$ cat config.mk
export PLATFORM = sky130hd
export DESIGN_NAME = pmx_port_mux
export DESIGN_NICKNAME = d
export VERILOG_FILES = /design/src/hdl/pmx_pkg.sv /design/src/hdl/pmx_pin_cell.sv /design/src/hdl/pmx_irq_port.sv /design/src/hdl/pmx_port_mux.sv
export SDC_FILE = /design/constraint.sdc
export NUM_CORES = 1
export LEC_CHECK = 0
export BUFFER_PORTS_ARGS = -buffer_cell sky130_fd_sc_hd__buf_2
export CAP_MARGIN = 30
export CORE_ASPECT_RATIO = 0.6
export CORE_MARGIN = 3
export CORE_UTILIZATION = 50
export CTS_CLUSTER_SIZE = 8
export DETAILED_ROUTE_END_ITERATION = 12
export PLACE_DENSITY = 0.82
export SYNTH_ARGS = -nofsm -noshare
export SYNTH_HDL_FRONTEND = slang
export SYNTH_SLANG_ARGS = --single-unit
export TNS_END_PERCENT = 20
$ cat constraint.sdc
create_clock -name ref_clk -period 1.7 [get_ports ref_clk]
set_input_delay 0.17 -clock ref_clk [delete_from_list [all_inputs] [get_ports ref_clk]]
set_output_delay 0.17 -clock ref_clk [all_outputs]
set_load 0.005 [all_outputs]
$ cat src/hdl/pmx_pkg.sv
// Package with register offsets, reset values and bit masks of the port mux.
package pmx_pkg;
  localparam int PMX_ADDR_W = 8;
  localparam int PMX_PORT_W = 8;
  localparam logic [7:0] PMX_P1_BASE = 8'h00;
  localparam logic [7:0] PMX_P2_BASE = 8'h20;
  localparam logic [7:0] PMX_P3_BASE = 8'h40;
  localparam logic [4:0] PMX_OFS_INPUT = 5'h00;
  localparam logic [4:0] PMX_OFS_OUTPUT = 5'h04;
  localparam logic [4:0] PMX_OFS_DIRECTION = 5'h08;
  localparam logic [4:0] PMX_OFS_IRQ_FLAG = 5'h0c;
  localparam logic [4:0] PMX_OFS_IRQ_EDGE = 5'h10;
  localparam logic [4:0] PMX_OFS_IRQ_ENABLE = 5'h14;
  localparam logic [4:0] PMX_OFS_FUNC_SEL = 5'h18;
  localparam logic [7:0] PMX_RST_VAL = 8'h00;
  localparam logic [7:0] PMX_P2_BONDED = 8'h3f;
  localparam logic [7:0] PMX_ALL_BONDED = 8'hff;
  localparam logic [1:0] PMX_RESP_OKAY = 2'h0;
  localparam logic [1:0] PMX_RESP_SLVERR = 2'h2;
endpackage

$ cat src/hdl/pmx_pin_cell.sv
// Output and direction multiplexing for one eight-bit port.
`timescale 1ns/1ps
module pmx_pin_cell #(
  parameter int WIDTH = 8,
  parameter logic [7:0] BONDED = 8'hff
) (
  input wire logic ref_clk,
  input wire logic rst,
  input wire logic [WIDTH-1:0] funcSel,
  input wire logic [WIDTH-1:0] dirReg,
  input wire logic [WIDTH-1:0] outReg,
  input wire logic [WIDTH-1:0] periphOut,
  input wire logic [WIDTH-1:0] periphDir,
  input wire logic [WIDTH-1:0] pinIn,
  output logic [WIDTH-1:0] pinOut,
  output logic [WIDTH-1:0] pinOe,
  output logic [WIDTH-1:0] pinLevel
);
  import pmx_pkg::*;

  if (WIDTH != 8) begin : g_bad_width
    $error("pmx_pin_cell serves eight-bit ports only");
  end

  for (genvar i = 0; i < WIDTH; i++) begin : g_bit
    always_ff @(posedge ref_clk) begin
      if (rst) begin
        pinOut[i] <= 1'b0;
        pinOe[i] <= 1'b0;
        pinLevel[i] <= 1'b0;
      end else begin
        // Unbonded bits never drive and read back the output latch.
        pinOut[i] <= BONDED[i] & (funcSel[i] ? periphOut[i] : outReg[i]);
        pinOe[i] <= BONDED[i] & (funcSel[i] ? periphDir[i] : dirReg[i]);
        pinLevel[i] <= BONDED[i] ? pinIn[i] : 1'b0;
      end
    end
  end
endmodule

$ cat src/hdl/pmx_irq_port.sv
// Edge-triggered interrupt flags, edge selects and enables of one port.
`timescale 1ns/1ps
module pmx_irq_port #(
  parameter int WIDTH = 8,
  parameter logic [7:0] HW_SET = 8'hff
) (
  input wire logic ref_clk,
  input wire logic rst,
  input wire logic [WIDTH-1:0] pinLevel,
  input wire logic flagWr,
  input wire logic edgeWr,
  input wire logic enableWr,
  input wire logic [WIDTH-1:0] wrData,
  output logic [WIDTH-1:0] flagReg,
  output logic [WIDTH-1:0] edgeReg,
  output logic [WIDTH-1:0] enableReg,
  output logic irqReq
);
  import pmx_pkg::*;

  logic [WIDTH-1:0] prevLevel;
  logic [WIDTH-1:0] edgeHit;
  logic [1:0] warmUp;

  if (WIDTH != 8) begin : g_bad_width
    $error("pmx_irq_port serves eight-bit ports only");
  end

  // Each bit's edge select clear means rising edge, set means falling edge.
  // Edges wait two cycles after reset, so a pin that is already high then
  // is not mistaken for a rising edge.
  assign edgeHit = {WIDTH{warmUp[1]}} & HW_SET
                   & ((edgeReg & prevLevel & ~pinLevel)
                      | (~edgeReg & ~prevLevel & pinLevel));

  always_ff @(posedge ref_clk) begin
    if (rst) begin
      prevLevel <= PMX_RST_VAL;
      warmUp <= 2'h0;
    end else begin
      prevLevel <= pinLevel;
      warmUp <= {warmUp[0], 1'b1};
    end
  end

  // A pin event in the cycle of a software write still sets the flag.
  always_ff @(posedge ref_clk) begin
    if (rst) begin
      flagReg <= PMX_RST_VAL;
    end else begin
      flagReg <= (flagWr ? wrData : flagReg) | edgeHit;
    end
  end

  always_ff @(posedge ref_clk) begin
    if (rst) begin
      edgeReg <= PMX_RST_VAL;
      enableReg <= PMX_RST_VAL;
    end else begin
      if (edgeWr) begin
        edgeReg <= wrData;
      end
      if (enableWr) begin
        enableReg <= wrData;
      end
    end
  end

  always_ff @(posedge ref_clk) begin
    if (rst) begin
      irqReq <= 1'b0;
    end else begin
      irqReq <= |(flagReg & enableReg);
    end
  end
endmodule

$ cat src/hdl/pmx_port_mux.sv
// Top of the three-port pin function multiplexer with its register slave.
`timescale 1ns/1ps
module pmx_port_mux (
  input wire logic ref_clk,
  input wire logic rst,
  input wire logic [pmx_pkg::PMX_ADDR_W-1:0] s_axi_awaddr,
  input wire logic s_axi_awvalid,
  output logic s_axi_awready,
  input wire logic [31:0] s_axi_wdata,
  input wire logic [3:0] s_axi_wstrb,
  input wire logic s_axi_wvalid,
  output logic s_axi_wready,
  output logic [1:0] s_axi_bresp,
  output logic s_axi_bvalid,
  input wire logic s_axi_bready,
  input wire logic [pmx_pkg::PMX_ADDR_W-1:0] s_axi_araddr,
  input wire logic s_axi_arvalid,
  output logic s_axi_arready,
  output logic [31:0] s_axi_rdata,
  output logic [1:0] s_axi_rresp,
  output logic s_axi_rvalid,
  input wire logic s_axi_rready,
  input wire logic [7:0] port1PinIn,
  output logic [7:0] port1PinOut,
  output logic [7:0] port1PinOe,
  input wire logic [7:0] port2PinIn,
  output logic [7:0] port2PinOut,
  output logic [7:0] port2PinOe,
  input wire logic [7:0] port3PinIn,
  output logic [7:0] port3PinOut,
  output logic [7:0] port3PinOe,
  output logic port1IrqReq,
  output logic port2IrqReq,
  input wire logic timerOut0,
  input wire logic timerOut1,
  input wire logic timerOut2,
  input wire logic subMainClockOut,
  input wire logic auxClockOut,
  input wire logic comparatorResultOut,
  input wire logic serialTransmitOut,
  input wire logic serialShiftClockOut,
  input wire logic serialBit1Out,
  input wire logic serialBit1Oe,
  input wire logic serialBit2Out,
  input wire logic serialBit2Oe,
  input wire logic serialAsyncMode,
  input wire logic serialMasterMode,
  output logic timerClockIn,
  output logic timerAltClockIn,
  output logic timerCapture0InA,
  output logic timerCapture1InA,
  output logic timerCapture2InA,
  output logic timerCapture0InB,
  output logic serialReceiveIn,
  output logic serialSlaveEnableIn,
  output logic serialShiftClockIn,
  output logic serialBit1In,
  output logic serialBit2In
);
  import pmx_pkg::*;

  logic [2:0][7:0] outReg;
  logic [2:0][7:0] dirReg;
  logic [2:0][7:0] selReg;
  logic [2:0][7:0] pinLevel;
  logic [2:0][7:0] periphOut;
  logic [2:0][7:0] periphDir;
  logic [1:0][7:0] flagReg;
  logic [1:0][7:0] edgeReg;
  logic [1:0][7:0] enableReg;
  logic [1:0] flagWr;
  logic [1:0] edgeWr;
  logic [1:0] enableWr;
  logic [7:0] awAddrReg;
  logic [7:0] wDataReg;
  logic [3:0] wStrbReg;
  logic awHeld;
  logic wHeld;
  logic wrFire;
  logic [1:0] wrPort;
  logic [4:0] wrOfs;
  logic wrHit;
  logic [1:0] rdPort;
  logic [4:0] rdOfs;
  logic [7:0] rdData;
  logic rdHit;

  // Peripheral outputs per bit; unbonded and unused bits stay low.
  always_comb begin
    periphOut[0] = {timerOut2, timerOut1, timerOut0, subMainClockOut,
                    timerOut2, timerOut1, timerOut0, 1'b0};
    periphOut[1] = {3'h0, timerOut2, timerOut1, comparatorResultOut, 1'b0,
                    auxClockOut};
    periphOut[2] = {3'h0, serialTransmitOut, serialShiftClockOut,
                    serialBit2Out, serialBit1Out, 1'b0};
    periphDir[0] = dirReg[0];
    periphDir[1] = dirReg[1];
    // The shift clock pin drives only in synchronous master mode.
    periphDir[2] = {3'h0, 1'b1, ~serialAsyncMode & serialMasterMode,
                    serialBit2Oe, serialBit1Oe, 1'b0};
  end

  pmx_pin_cell #(.WIDTH(PMX_PORT_W), .BONDED(PMX_ALL_BONDED)) u_cell1 (
    .ref_clk(ref_clk), .rst(rst), .funcSel(selReg[0]), .dirReg(dirReg[0]),
    .outReg(outReg[0]), .periphOut(periphOut[0]), .periphDir(periphDir[0]),
    .pinIn(port1PinIn), .pinOut(port1PinOut), .pinOe(port1PinOe),
    .pinLevel(pinLevel[0])
  );

  pmx_pin_cell #(.WIDTH(PMX_PORT_W), .BONDED(PMX_P2_BONDED)) u_cell2 (
    .ref_clk(ref_clk), .rst(rst), .funcSel(selReg[1]), .dirReg(dirReg[1]),
    .outReg(outReg[1]), .periphOut(periphOut[1]), .periphDir(periphDir[1]),
    .pinIn(port2PinIn), .pinOut(port2PinOut), .pinOe(port2PinOe),
    .pinLevel(pinLevel[1])
  );

  pmx_pin_cell #(.WIDTH(PMX_PORT_W), .BONDED(PMX_ALL_BONDED)) u_cell3 (
    .ref_clk(ref_clk), .rst(rst), .funcSel(selReg[2]), .dirReg(dirReg[2]),
    .outReg(outReg[2]), .periphOut(periphOut[2]), .periphDir(periphDir[2]),
    .pinIn(port3PinIn), .pinOut(port3PinOut), .pinOe(port3PinOe),
    .pinLevel(pinLevel[2])
  );

  // Pin events cannot reach the unbonded port two flags.
  pmx_irq_port #(.WIDTH(PMX_PORT_W), .HW_SET(PMX_ALL_BONDED)) u_irq1 (
    .ref_clk(ref_clk), .rst(rst), .pinLevel(pinLevel[0]),
    .flagWr(flagWr[0]), .edgeWr(edgeWr[0]), .enableWr(enableWr[0]),
    .wrData(wDataReg), .flagReg(flagReg[0]), .edgeReg(edgeReg[0]),
    .enableReg(enableReg[0]), .irqReq(port1IrqReq)
  );

  pmx_irq_port #(.WIDTH(PMX_PORT_W), .HW_SET(PMX_P2_BONDED)) u_irq2 (
    .ref_clk(ref_clk), .rst(rst), .pinLevel(pinLevel[1]),
    .flagWr(flagWr[1]), .edgeWr(edgeWr[1]), .enableWr(enableWr[1]),
    .wrData(wDataReg), .flagReg(flagReg[1]), .edgeReg(edgeReg[1]),
    .enableReg(enableReg[1]), .irqReq(port2IrqReq)
  );

  // Peripheral inputs see the pin only while the function is selected.
  always_ff @(posedge ref_clk) begin
    if (rst) begin
      timerClockIn <= 1'b0;
      timerCapture0InA <= 1'b0;
      timerCapture1InA <= 1'b0;
      timerCapture2InA <= 1'b0;
      timerAltClockIn <= 1'b0;
      timerCapture0InB <= 1'b0;
    end else begin
      timerClockIn <= selReg[0][0] & port1PinIn[0];
      timerCapture0InA <= selReg[0][1] & port1PinIn[1];
      timerCapture1InA <= selReg[0][2] & port1PinIn[2];
      timerCapture2InA <= selReg[0][3] & port1PinIn[3];
      timerAltClockIn <= selReg[1][1] & port2PinIn[1];
      timerCapture0InB <= selReg[1][2] & port2PinIn[2];
    end
  end

  always_ff @(posedge ref_clk) begin
    if (rst) begin
      serialSlaveEnableIn <= 1'b0;
      serialBit1In <= 1'b0;
      serialBit2In <= 1'b0;
      serialShiftClockIn <= 1'b0;
      serialReceiveIn <= 1'b0;
    end else begin
      serialSlaveEnableIn <= selReg[2][0] & port3PinIn[0];
      serialBit1In <= selReg[2][1] & port3PinIn[1];
      serialBit2In <= selReg[2][2] & port3PinIn[2];
      // In synchronous master mode the module uses its own clock, not the pin.
      serialShiftClockIn <= selReg[2][3] & port3PinIn[3]
                            & (serialAsyncMode | ~serialMasterMode);
      serialReceiveIn <= selReg[2][5] & port3PinIn[5];
    end
  end

  // Address and data are taken in either order and held until both are in.
  assign wrFire = awHeld & wHeld & ~s_axi_bvalid;
  assign wrPort = awAddrReg[6:5];
  assign wrOfs = awAddrReg[4:0];
  assign wrHit = (wrPort != 2'h3) & (wrOfs[1:0] == 2'h0)
                 & (wrOfs <= PMX_OFS_FUNC_SEL)
                 & ((wrPort != 2'h2) | (wrOfs == PMX_OFS_INPUT)
                    | (wrOfs == PMX_OFS_OUTPUT) | (wrOfs == PMX_OFS_DIRECTION)
                    | (wrOfs == PMX_OFS_FUNC_SEL));

  always_ff @(posedge ref_clk) begin
    if (rst) begin
      awHeld <= 1'b0;
      wHeld <= 1'b0;
      awAddrReg <= 8'h00;
      wDataReg <= 8'h00;
      wStrbReg <= 4'h0;
      s_axi_awready <= 1'b0;
      s_axi_wready <= 1'b0;
    end else begin
      s_axi_awready <= ~awHeld & ~s_axi_awready & s_axi_awvalid;
      s_axi_wready <= ~wHeld & ~s_axi_wready & s_axi_wvalid;
      if (s_axi_awvalid & s_axi_awready) begin
        awHeld <= 1'b1;
        awAddrReg <= s_axi_awaddr;
      end else if (wrFire) begin
        awHeld <= 1'b0;
      end
      if (s_axi_wvalid & s_axi_wready) begin
        wHeld <= 1'b1;
        wDataReg <= s_axi_wdata[7:0];
        wStrbReg <= s_axi_wstrb;
      end else if (wrFire) begin
        wHeld <= 1'b0;
      end
    end
  end

  always_ff @(posedge ref_clk) begin
    if (rst) begin
      s_axi_bvalid <= 1'b0;
      s_axi_bresp <= PMX_RESP_OKAY;
    end else if (wrFire) begin
      s_axi_bvalid <= 1'b1;
      s_axi_bresp <= wrHit ? PMX_RESP_OKAY : PMX_RESP_SLVERR;
    end else if (s_axi_bready) begin
      s_axi_bvalid <= 1'b0;
    end
  end

  // The input registers are read-only; a write to them is accepted silently.
  for (genvar p = 0; p < 3; p++) begin : g_ctl
    always_ff @(posedge ref_clk) begin
      if (rst) begin
        outReg[p] <= PMX_RST_VAL;
        dirReg[p] <= PMX_RST_VAL;
        selReg[p] <= PMX_RST_VAL;
      end else if (wrFire & wrHit & wStrbReg[0] & (wrPort == p)) begin
        if (wrOfs == PMX_OFS_OUTPUT) begin
          outReg[p] <= wDataReg;
        end
        if (wrOfs == PMX_OFS_DIRECTION) begin
          dirReg[p] <= wDataReg;
        end
        if (wrOfs == PMX_OFS_FUNC_SEL) begin
          selReg[p] <= wDataReg;
        end
      end
    end
  end

  for (genvar q = 0; q < 2; q++) begin : g_irqwr
    always_comb begin
      flagWr[q] = wrFire & wrHit & wStrbReg[0] & (wrPort == q)
                  & (wrOfs == PMX_OFS_IRQ_FLAG);
      edgeWr[q] = wrFire & wrHit & wStrbReg[0] & (wrPort == q)
                  & (wrOfs == PMX_OFS_IRQ_EDGE);
      enableWr[q] = wrFire & wrHit & wStrbReg[0] & (wrPort == q)
                    & (wrOfs == PMX_OFS_IRQ_ENABLE);
    end
  end

  assign rdPort = s_axi_araddr[6:5];
  assign rdOfs = s_axi_araddr[4:0];

  always_comb begin
    rdData = 8'h00;
    rdHit = 1'b0;
    if ((rdPort != 2'h3) & (rdOfs[1:0] == 2'h0)) begin
      rdHit = 1'b1;
      case (rdOfs)
        PMX_OFS_INPUT: rdData = (rdPort == 2'h1) ? (pinLevel[1] | (outReg[1]
                                & ~PMX_P2_BONDED)) : pinLevel[rdPort];
        PMX_OFS_OUTPUT: rdData = outReg[rdPort];
        PMX_OFS_DIRECTION: rdData = dirReg[rdPort];
        PMX_OFS_FUNC_SEL: rdData = selReg[rdPort];
        PMX_OFS_IRQ_FLAG: rdData = (rdPort == 2'h2) ? 8'h00 : flagReg[rdPort[0]];
        PMX_OFS_IRQ_EDGE: rdData = (rdPort == 2'h2) ? 8'h00 : edgeReg[rdPort[0]];
        PMX_OFS_IRQ_ENABLE: rdData = (rdPort == 2'h2) ? 8'h00
                                     : enableReg[rdPort[0]];
        default: rdHit = 1'b0;
      endcase
      if ((rdPort == 2'h2) & (rdOfs > PMX_OFS_DIRECTION)
          & (rdOfs != PMX_OFS_FUNC_SEL)) begin
        rdHit = 1'b0;
      end
    end
  end

  always_ff @(posedge ref_clk) begin
    if (rst) begin
      s_axi_arready <= 1'b0;
      s_axi_rvalid <= 1'b0;
      s_axi_rdata <= 32'h0000_0000;
      s_axi_rresp <= PMX_RESP_OKAY;
    end else begin
      s_axi_arready <= ~s_axi_arready & ~s_axi_rvalid & s_axi_arvalid;
      if (s_axi_arvalid & s_axi_arready) begin
        s_axi_rvalid <= 1'b1;
        s_axi_rdata <= {24'h00_0000, rdHit ? rdData : 8'h00};
        s_axi_rresp <= rdHit ? PMX_RESP_OKAY : PMX_RESP_SLVERR;
      end else if (s_axi_rready) begin
        s_axi_rvalid <= 1'b0;
      end
    end
  end
endmodule

==> metrics.cfg, run 1 <==
[worst_hold_path]
hp-class = in2reg
hold_end = awAddrReg[2]$_SDFFE_PP0P_
whs_path_depth = 3
hp-start = s_axi_awvalid

[pwr]
power_mw = 12.9
powerDensity_mw_per_mm2 = 962
p_leak_nw = 5.65
ir_worst_vdd_mv = 0.769

[die]
core_mm2 = 0.0196
num_io_pins = 199
start_util_pct = 52.5
fp.dieW_um = 191
die_height_um = 117
rows = 39
die_area_mm2 = 0.0223

[global_route]
track_usage_pct = 29.6
grt_pass1_vias = 8691
grt_pass1_wl_um = 50500
overflow = 0
antenna_found_initial = 0
grt_max_degree = 139

[status]
status = finished with violations
violations = negative setup slack

[cts]
path_clk_slew_ns = 0.05
clk_latency_ns = 0.50
cts_tree = yes
root_buffer = clkbuf_16
clock_sinks = 248
cts.path.max_buffers = 3
cts_buffers = 36
cts_max_level = 2

[sta]
relSlewSlack_pct = 57.4
fin_crit_ns = 1.73
hold_viol_final = 0
skew_ns = 0.0174
rsz0062_at_grt = true
setup_viol = 25
slew_viol_final = 0
setup_ws_ns = -0.0325
period_share_pct = 102
hold_slack_ns = 0.0275
max_freq_ghz = 0.577
tightestPinTransition_ns = 0.639

[routing]
viasPerCell = 5.64
drc_errors = 0
wl_um = 33700
initialDrtViolationCount = 950
drt_pass1_iterations = 5
postRouteAntennaNets = 0
vias = 9066
wire_per_inst_um = 21.0

[critical_path]
worstReg2RegEnd = u_irq1.edgeReg[7]$_SDFFE_PP0P_
critPathKind = reg2reg
start_kind = flop
r2r_cells = 6
path_max_fanout = 8
r2r_start = s_axi_bvalid$_SDFFE_PP0P_
startpoint = s_axi_bvalid$_SDFFE_PP0P_
endpoint_kind = flop
reg2reg_slack_ns = -0.03
worstPathArrival_ns = 2.08
worstPathRequired_ns = 2.05

[place]
port_buffers = 137
dpl.hpwl_um = 23400
gp_congestion = 1.09
dpl.cell_count = 1509

[cells_and_area]
final_common_cell = dfxtp_1
antenna_cells = 0
top_regs = dirReg (24), outReg (24), selReg (24)
layout-drive-gt1-share_pct = 23.8
n_fill_cell = 1477
fin_nets = 1439
instances_no_fill = 1608
fin_util_pct = 68.5
area_growth_pct = 30.6
final_cell_mix = dfxtp_1, mux2i_1, nor2_1

[synth]
yosysSeqAreaShare_pct = 48.3
netlist_area_mm2 = 0.0103
yosysUniqueCellTypes = 54
synth_edf_count = 0
async_flop_share_pct = 0
synthCells = 1081
yosysWarnings = 0
yosys_register_bits = 248
synth.avg_cell_area_um2 = 9.50
synth_top_flop_cell = dfxtp_1

[job]
drv_cap = 0

critical path: stages (launching register included):
cell,delay (ns)
dfxtp_2,0.31
and3b_2,0.29
and4b_1,0.22
or3b_1,0.36
buf_6,0.17
mux2i_2,0.17
nor2_1,0.05
area by class of cell:
| cell class | instances | area (um2) | share of cell area (%) |
|---|---|---|---|
| inverter | 5 | 18.8 | 0.140 |
| multi-input combinational | 756 | 4960 | 37.0 |
| timing repair buffer | 295 | 2190 | 16.4 |
| clock inverter | 2 | 25.0 | 0.187 |
| tap | 266 | 333 | 2.48 |
| clock buffer | 36 | 901 | 6.72 |
| sequential | 248 | 4970 | 37.1 |
layer usage:
| layer | track usage (%) | share of wire (%) | routed length, um |
|---|---|---|---|
| met2 | 41.8 | 40 | 13600 |
| met3 | 10.8 | 13 | 4440 |
| met4 | 5.32 | 1.1 | 387 |
| met1 | 43.6 | 45 | 15200 |
| met5 | 0 | 0 | 0 |
report_power, final:
part | internal [mW] | leakage (nW) | total [mW] | switching (mW)
clock network | 3.72 | 0.455 | 6.14 | 2.42
logic | 0.351 | 3.19 | 0.766 | 0.415
registers | 5.90 | 2.01 | 5.99 | 0.0813
total | 9.98 | 5.65 | 12.9 | 2.92
kinds of logic (layout without fill, tap and decap cells):
kind of cell	count (synthesis)	count (layout)	synth area share, %
buffers and inverters	106	338	5.46
multiplexers	167	167	17.3
other	1	30	0.0365
flip-flops	248	248	48.3
AO/OA/AOI/OAI	166	166	9.78
AND/OR/NAND/NOR	393	393	19.1
stage by stage:
stage	setup WS [ns]	area (um2)	setup TNS [ns]
floorplan	-0.0169	10400	-0.135
global placement	-0.143	11700	-0.313
detailed placement	-0.101	11700	-0.795
CTS	-0.0198	13300	-0.116
global route	-0.121	13400	-4.83
finish	-0.0325	13400	-0.333
how the worst max path moves through the flow:
| stage | endpoint | slack, ns | depth (start not counted) |
|---|---|---|---|
| after global routing | dirReg[17]$_SDFFE_PP0P_ | -0.12 | 7 |
| after detailed placement | s_axi_rdata[5]$_SDFFE_PP0P_ | -0.10 | 6 |
| after CTS | u_irq1.edgeReg[4]$_SDFFE_PP0P_ | -0.02 | 6 |
| after global placement | s_axi_rdata[5]$_SDFFE_PP0P_ | -0.14 | 6 |
| final | u_irq1.edgeReg[7]$_SDFFE_PP0P_ | -0.03 | 6 |
| after floorplan | u_irq1.edgeReg[0]$_SDFFE_PP0P_ | -0.02 | 7 |
cell usage after synthesis, drive strengths merged (4+ instances only):
master	number	area, um2
a2111oi	6	52.6
a21oi	64	320
a221oi	9	78.8
a22oi	8	60.1
a2bb2oi	8	70.1
and2	12	75.1
and3	7	43.8
buf	61	392
clkbuf	40	150
dfxtp	248	4960
inv	5	18.8
mux2i	159	1590
mux4	8	180
nand2	105	394
nand2b	8	50.1
nand3	24	125
nand3b	4	30.0
nor2	140	536
nor2b	55	344
nor3	6	46.3
nor3b	15	118
nor4b	5	65.1
o21ai	48	240
o22ai	8	50.1
what timing repair did:
| action | CTS | global route |
|---|---|---|
| cloned | 0 | 0 |
| setup endpoints to repair | 46 | 101 |
| hold endpoints to repair | 58 | 0 |
| setup buffers | 1 | 1 |
| hold buffers | 59 | 0 |
| pin swaps | 1 | 7 |
| resized for setup | 7 | 29 |
Note: power is estimated with default switching activity, not from simulation.
==> run 2, diff against run 1 <==
CORE_UTILIZATION = 45   (was 50)
PLACE_DENSITY = 0.76   (was 0.82)
==> metrics.cfg, run 2 (synthesis gave the netlist of run 1 again) <==
[status]
status = finished with violations
violations = negative setup slack

[worst_hold_path]
hp-start = s_axi_awvalid
whs_path_depth = 3  ; unchanged
hold_end = awAddrReg[3]$_SDFFE_PP0P_
hp-class = in2reg

[pwr]
p_leak_nw = 5.65  ; -0.13%
swShare_pct = 22.5  ; -0.16 points
p_sw_mw = 2.89  ; -0.97%
powerDensity_mw_per_mm2 = 954  ; -0.77%
power_mw = 12.9  ; -0.28%
pwr-share-clk_pct = 47.5  ; about the same
cell_internal_pwr_mw = 9.97  ; about the same
ir_worst_vdd_mv = 0.762  ; -0.97%
combPwrFrac_pct = 6.0  ; about the same
p_seq_share_pct = 46.6  ; +0.2 points

[critical_path]
critPathKind = reg2reg
path_max_fanout = 8  ; unchanged
reg2reg_slack_ns = -0.07  ; -0.04 ns
worstPathRequired_ns = 2.07  ; +0.02 ns
startpoint = s_axi_bvalid$_SDFFE_PP0P_
r2r_start = s_axi_bvalid$_SDFFE_PP0P_
worstPathArrival_ns = 2.14  ; +0.06 ns
endpoint_kind = flop
worstReg2RegEnd = u_irq1.edgeReg[3]$_SDFFE_PP0P_
start_kind = flop
r2r_cells = 5  ; -1

[die]
die_height_um = 123  ; +5.1%
num_io_pins = 199  ; unchanged
die_area_mm2 = 0.0247  ; +11%
fp.dieW_um = 201  ; +5.2%
core_mm2 = 0.0222  ; +14%
start_util_pct = 46.2  ; -6.3 points
rows = 42  ; +7.7%

[cells_and_area]
seqCellArea_mm2 = 0.00497  ; -0.10%
top_regs = dirReg (24), outReg (24), selReg (24)
area_growth_pct = 31.2
final_cell_mix = dfxtp_1, mux2i_1, nor2_1
fin_util_pct = 60.6  ; -7.9 points
n_fill_cell = 1891  ; +28%
antenna_cells = 0  ; unchanged
fin_nets = 1441  ; +0.14%
layout-drive-gt1-share_pct = 23.7  ; -0.035 points
multi_input_area_mm2 = 0.00496  ; about the same
final_common_cell = dfxtp_1

[global_route]
overflow = 0  ; unchanged
track_usage_pct = 26.4  ; -3.1 points
grt_pass1_wl_um = 50500  ; +0.15%
grt_max_degree = 44  ; -68%
grt_pass1_vias = 8749  ; +0.67%
antenna_found_initial = 1  ; +1

[sta]
rsz0062_at_grt = true
slew_viol_final = 0  ; unchanged
max_freq_ghz = 0.565  ; -2.1%
fin_crit_ns = 1.77  ; +0.0379 ns
tns_ns = -1.02  ; -0.688 ns
hold_viol_final = 0  ; unchanged
skew_ns = 0.0194  ; +0.00201 ns
relSlewSlack_pct = 54.8  ; -2.6 points
tightestPinTransition_ns = 0.677  ; +0.0383 ns
setup_ws_ns = -0.0704  ; -0.0379 ns
period_share_pct = 104  ; +2.2 points
setup_viol = 37  ; +48%

[job]
drv_cap = 0  ; unchanged

[routing]
wl_um = 33700  ; about the same
viasPerCell = 5.54  ; -1.8%
drc_errors = 0  ; unchanged
vias = 9146  ; +0.88%
postRouteAntennaNets = 0  ; unchanged
drt_pass1_iterations = 5  ; unchanged
initialDrtViolationCount = 1102  ; +16%
wire_per_inst_um = 20.4  ; -2.7%

[place]
dpl.hpwl_um = 23600  ; +0.97%
gp_congestion = 0.981  ; -10%
place_ws_ns = -0.151  ; -0.0493 ns
port_buffers = 137  ; unchanged

[cts]
cts_buffers = 36  ; unchanged
clock_sinks = 248  ; unchanged
cts_max_level = 2  ; unchanged
path_clk_slew_ns = 0.05  ; about the same
clk_latency_ns = 0.51  ; about the same
cts_tree = yes
cts.path.max_buffers = 3  ; unchanged
root_buffer = clkbuf_16

## run 2: final cells by class
class / count / share of cell area (%)
inverters: 5 / 0.139
well taps: 308 / 2.86
multi-input cells: 756 / 36.8
clock buffers: 36 / 6.69
flip-flops and latches: 248 / 36.9
clock inverters: 2 / 0.186
repair buffers: 297 / 16.4
## run 2: power groups by stage
| stage | logic [mW] | registers, mW | clock network, mW |
|---|---|---|---|
| after global routing | 0.824 | 5.99 | 6.43 |
| final | 0.766 | 5.99 | 6.11 |
| after detailed placement | 0.635 | 6.09 | 0 |
| after global placement | 0.622 | 6.09 | 0 |
| after CTS | 0.740 | 5.98 | 6.19 |
| after floorplan | 0.416 | 6.06 | 0 |
## run 2: layer usage
metal  wire length (um)  global-route usage, %
met1              15100                   39.5
met4                465                   5.57
met2              13900                   38.3
met5                  0                      0
met3               4130                   7.08
## run 2: critical path: stages (launching register included)
cell and delay (ns):
dfxtp_2 0.31, and3b_2 0.29, and4b_1 0.26, or3b_4 0.51, mux2i_1 0.20, nor2_1 0.06
## run 2: worst max path at each step
stage,endpoint,slack (ns)
2_1_floorplan,u_irq1.edgeReg[0]$_SDFFE_PP0P_,-0.02
3_3_place_gp,s_axi_rdata[2]$_SDFFE_PP0P_,-0.16
3_5_place_dp,s_axi_rdata[2]$_SDFFE_PP0P_,-0.15
4_1_cts,u_irq1.edgeReg[3]$_SDFFE_PP0P_,-0.04
5_1_grt,dirReg[23]$_SDFFE_PP0P_,-0.15
6_report,u_irq1.edgeReg[3]$_SDFFE_PP0P_,-0.07
## run 2: stage by stage
step                hold WS, ns  area (um2)  cells
global placement          0.385       11800   1550
finish                  0.00215       13500   1652
floorplan                 0.298       10400   1110
global route             0.0248       13500   1652
CTS                     0.00294       13300   1646
detailed placement        0.386       11800   1550
## run 2: what timing repair did
item | 4_1_cts | 5_1_grt
gates cloned | 0 | 0
pin swaps | 1 | 13
endpoints found under the hold margin | 70 | 0
hold buffers | 57 | 0
setup endpoints to repair | 48 | 101
resized for setup | 6 | 29
setup buffers | 1 | 7
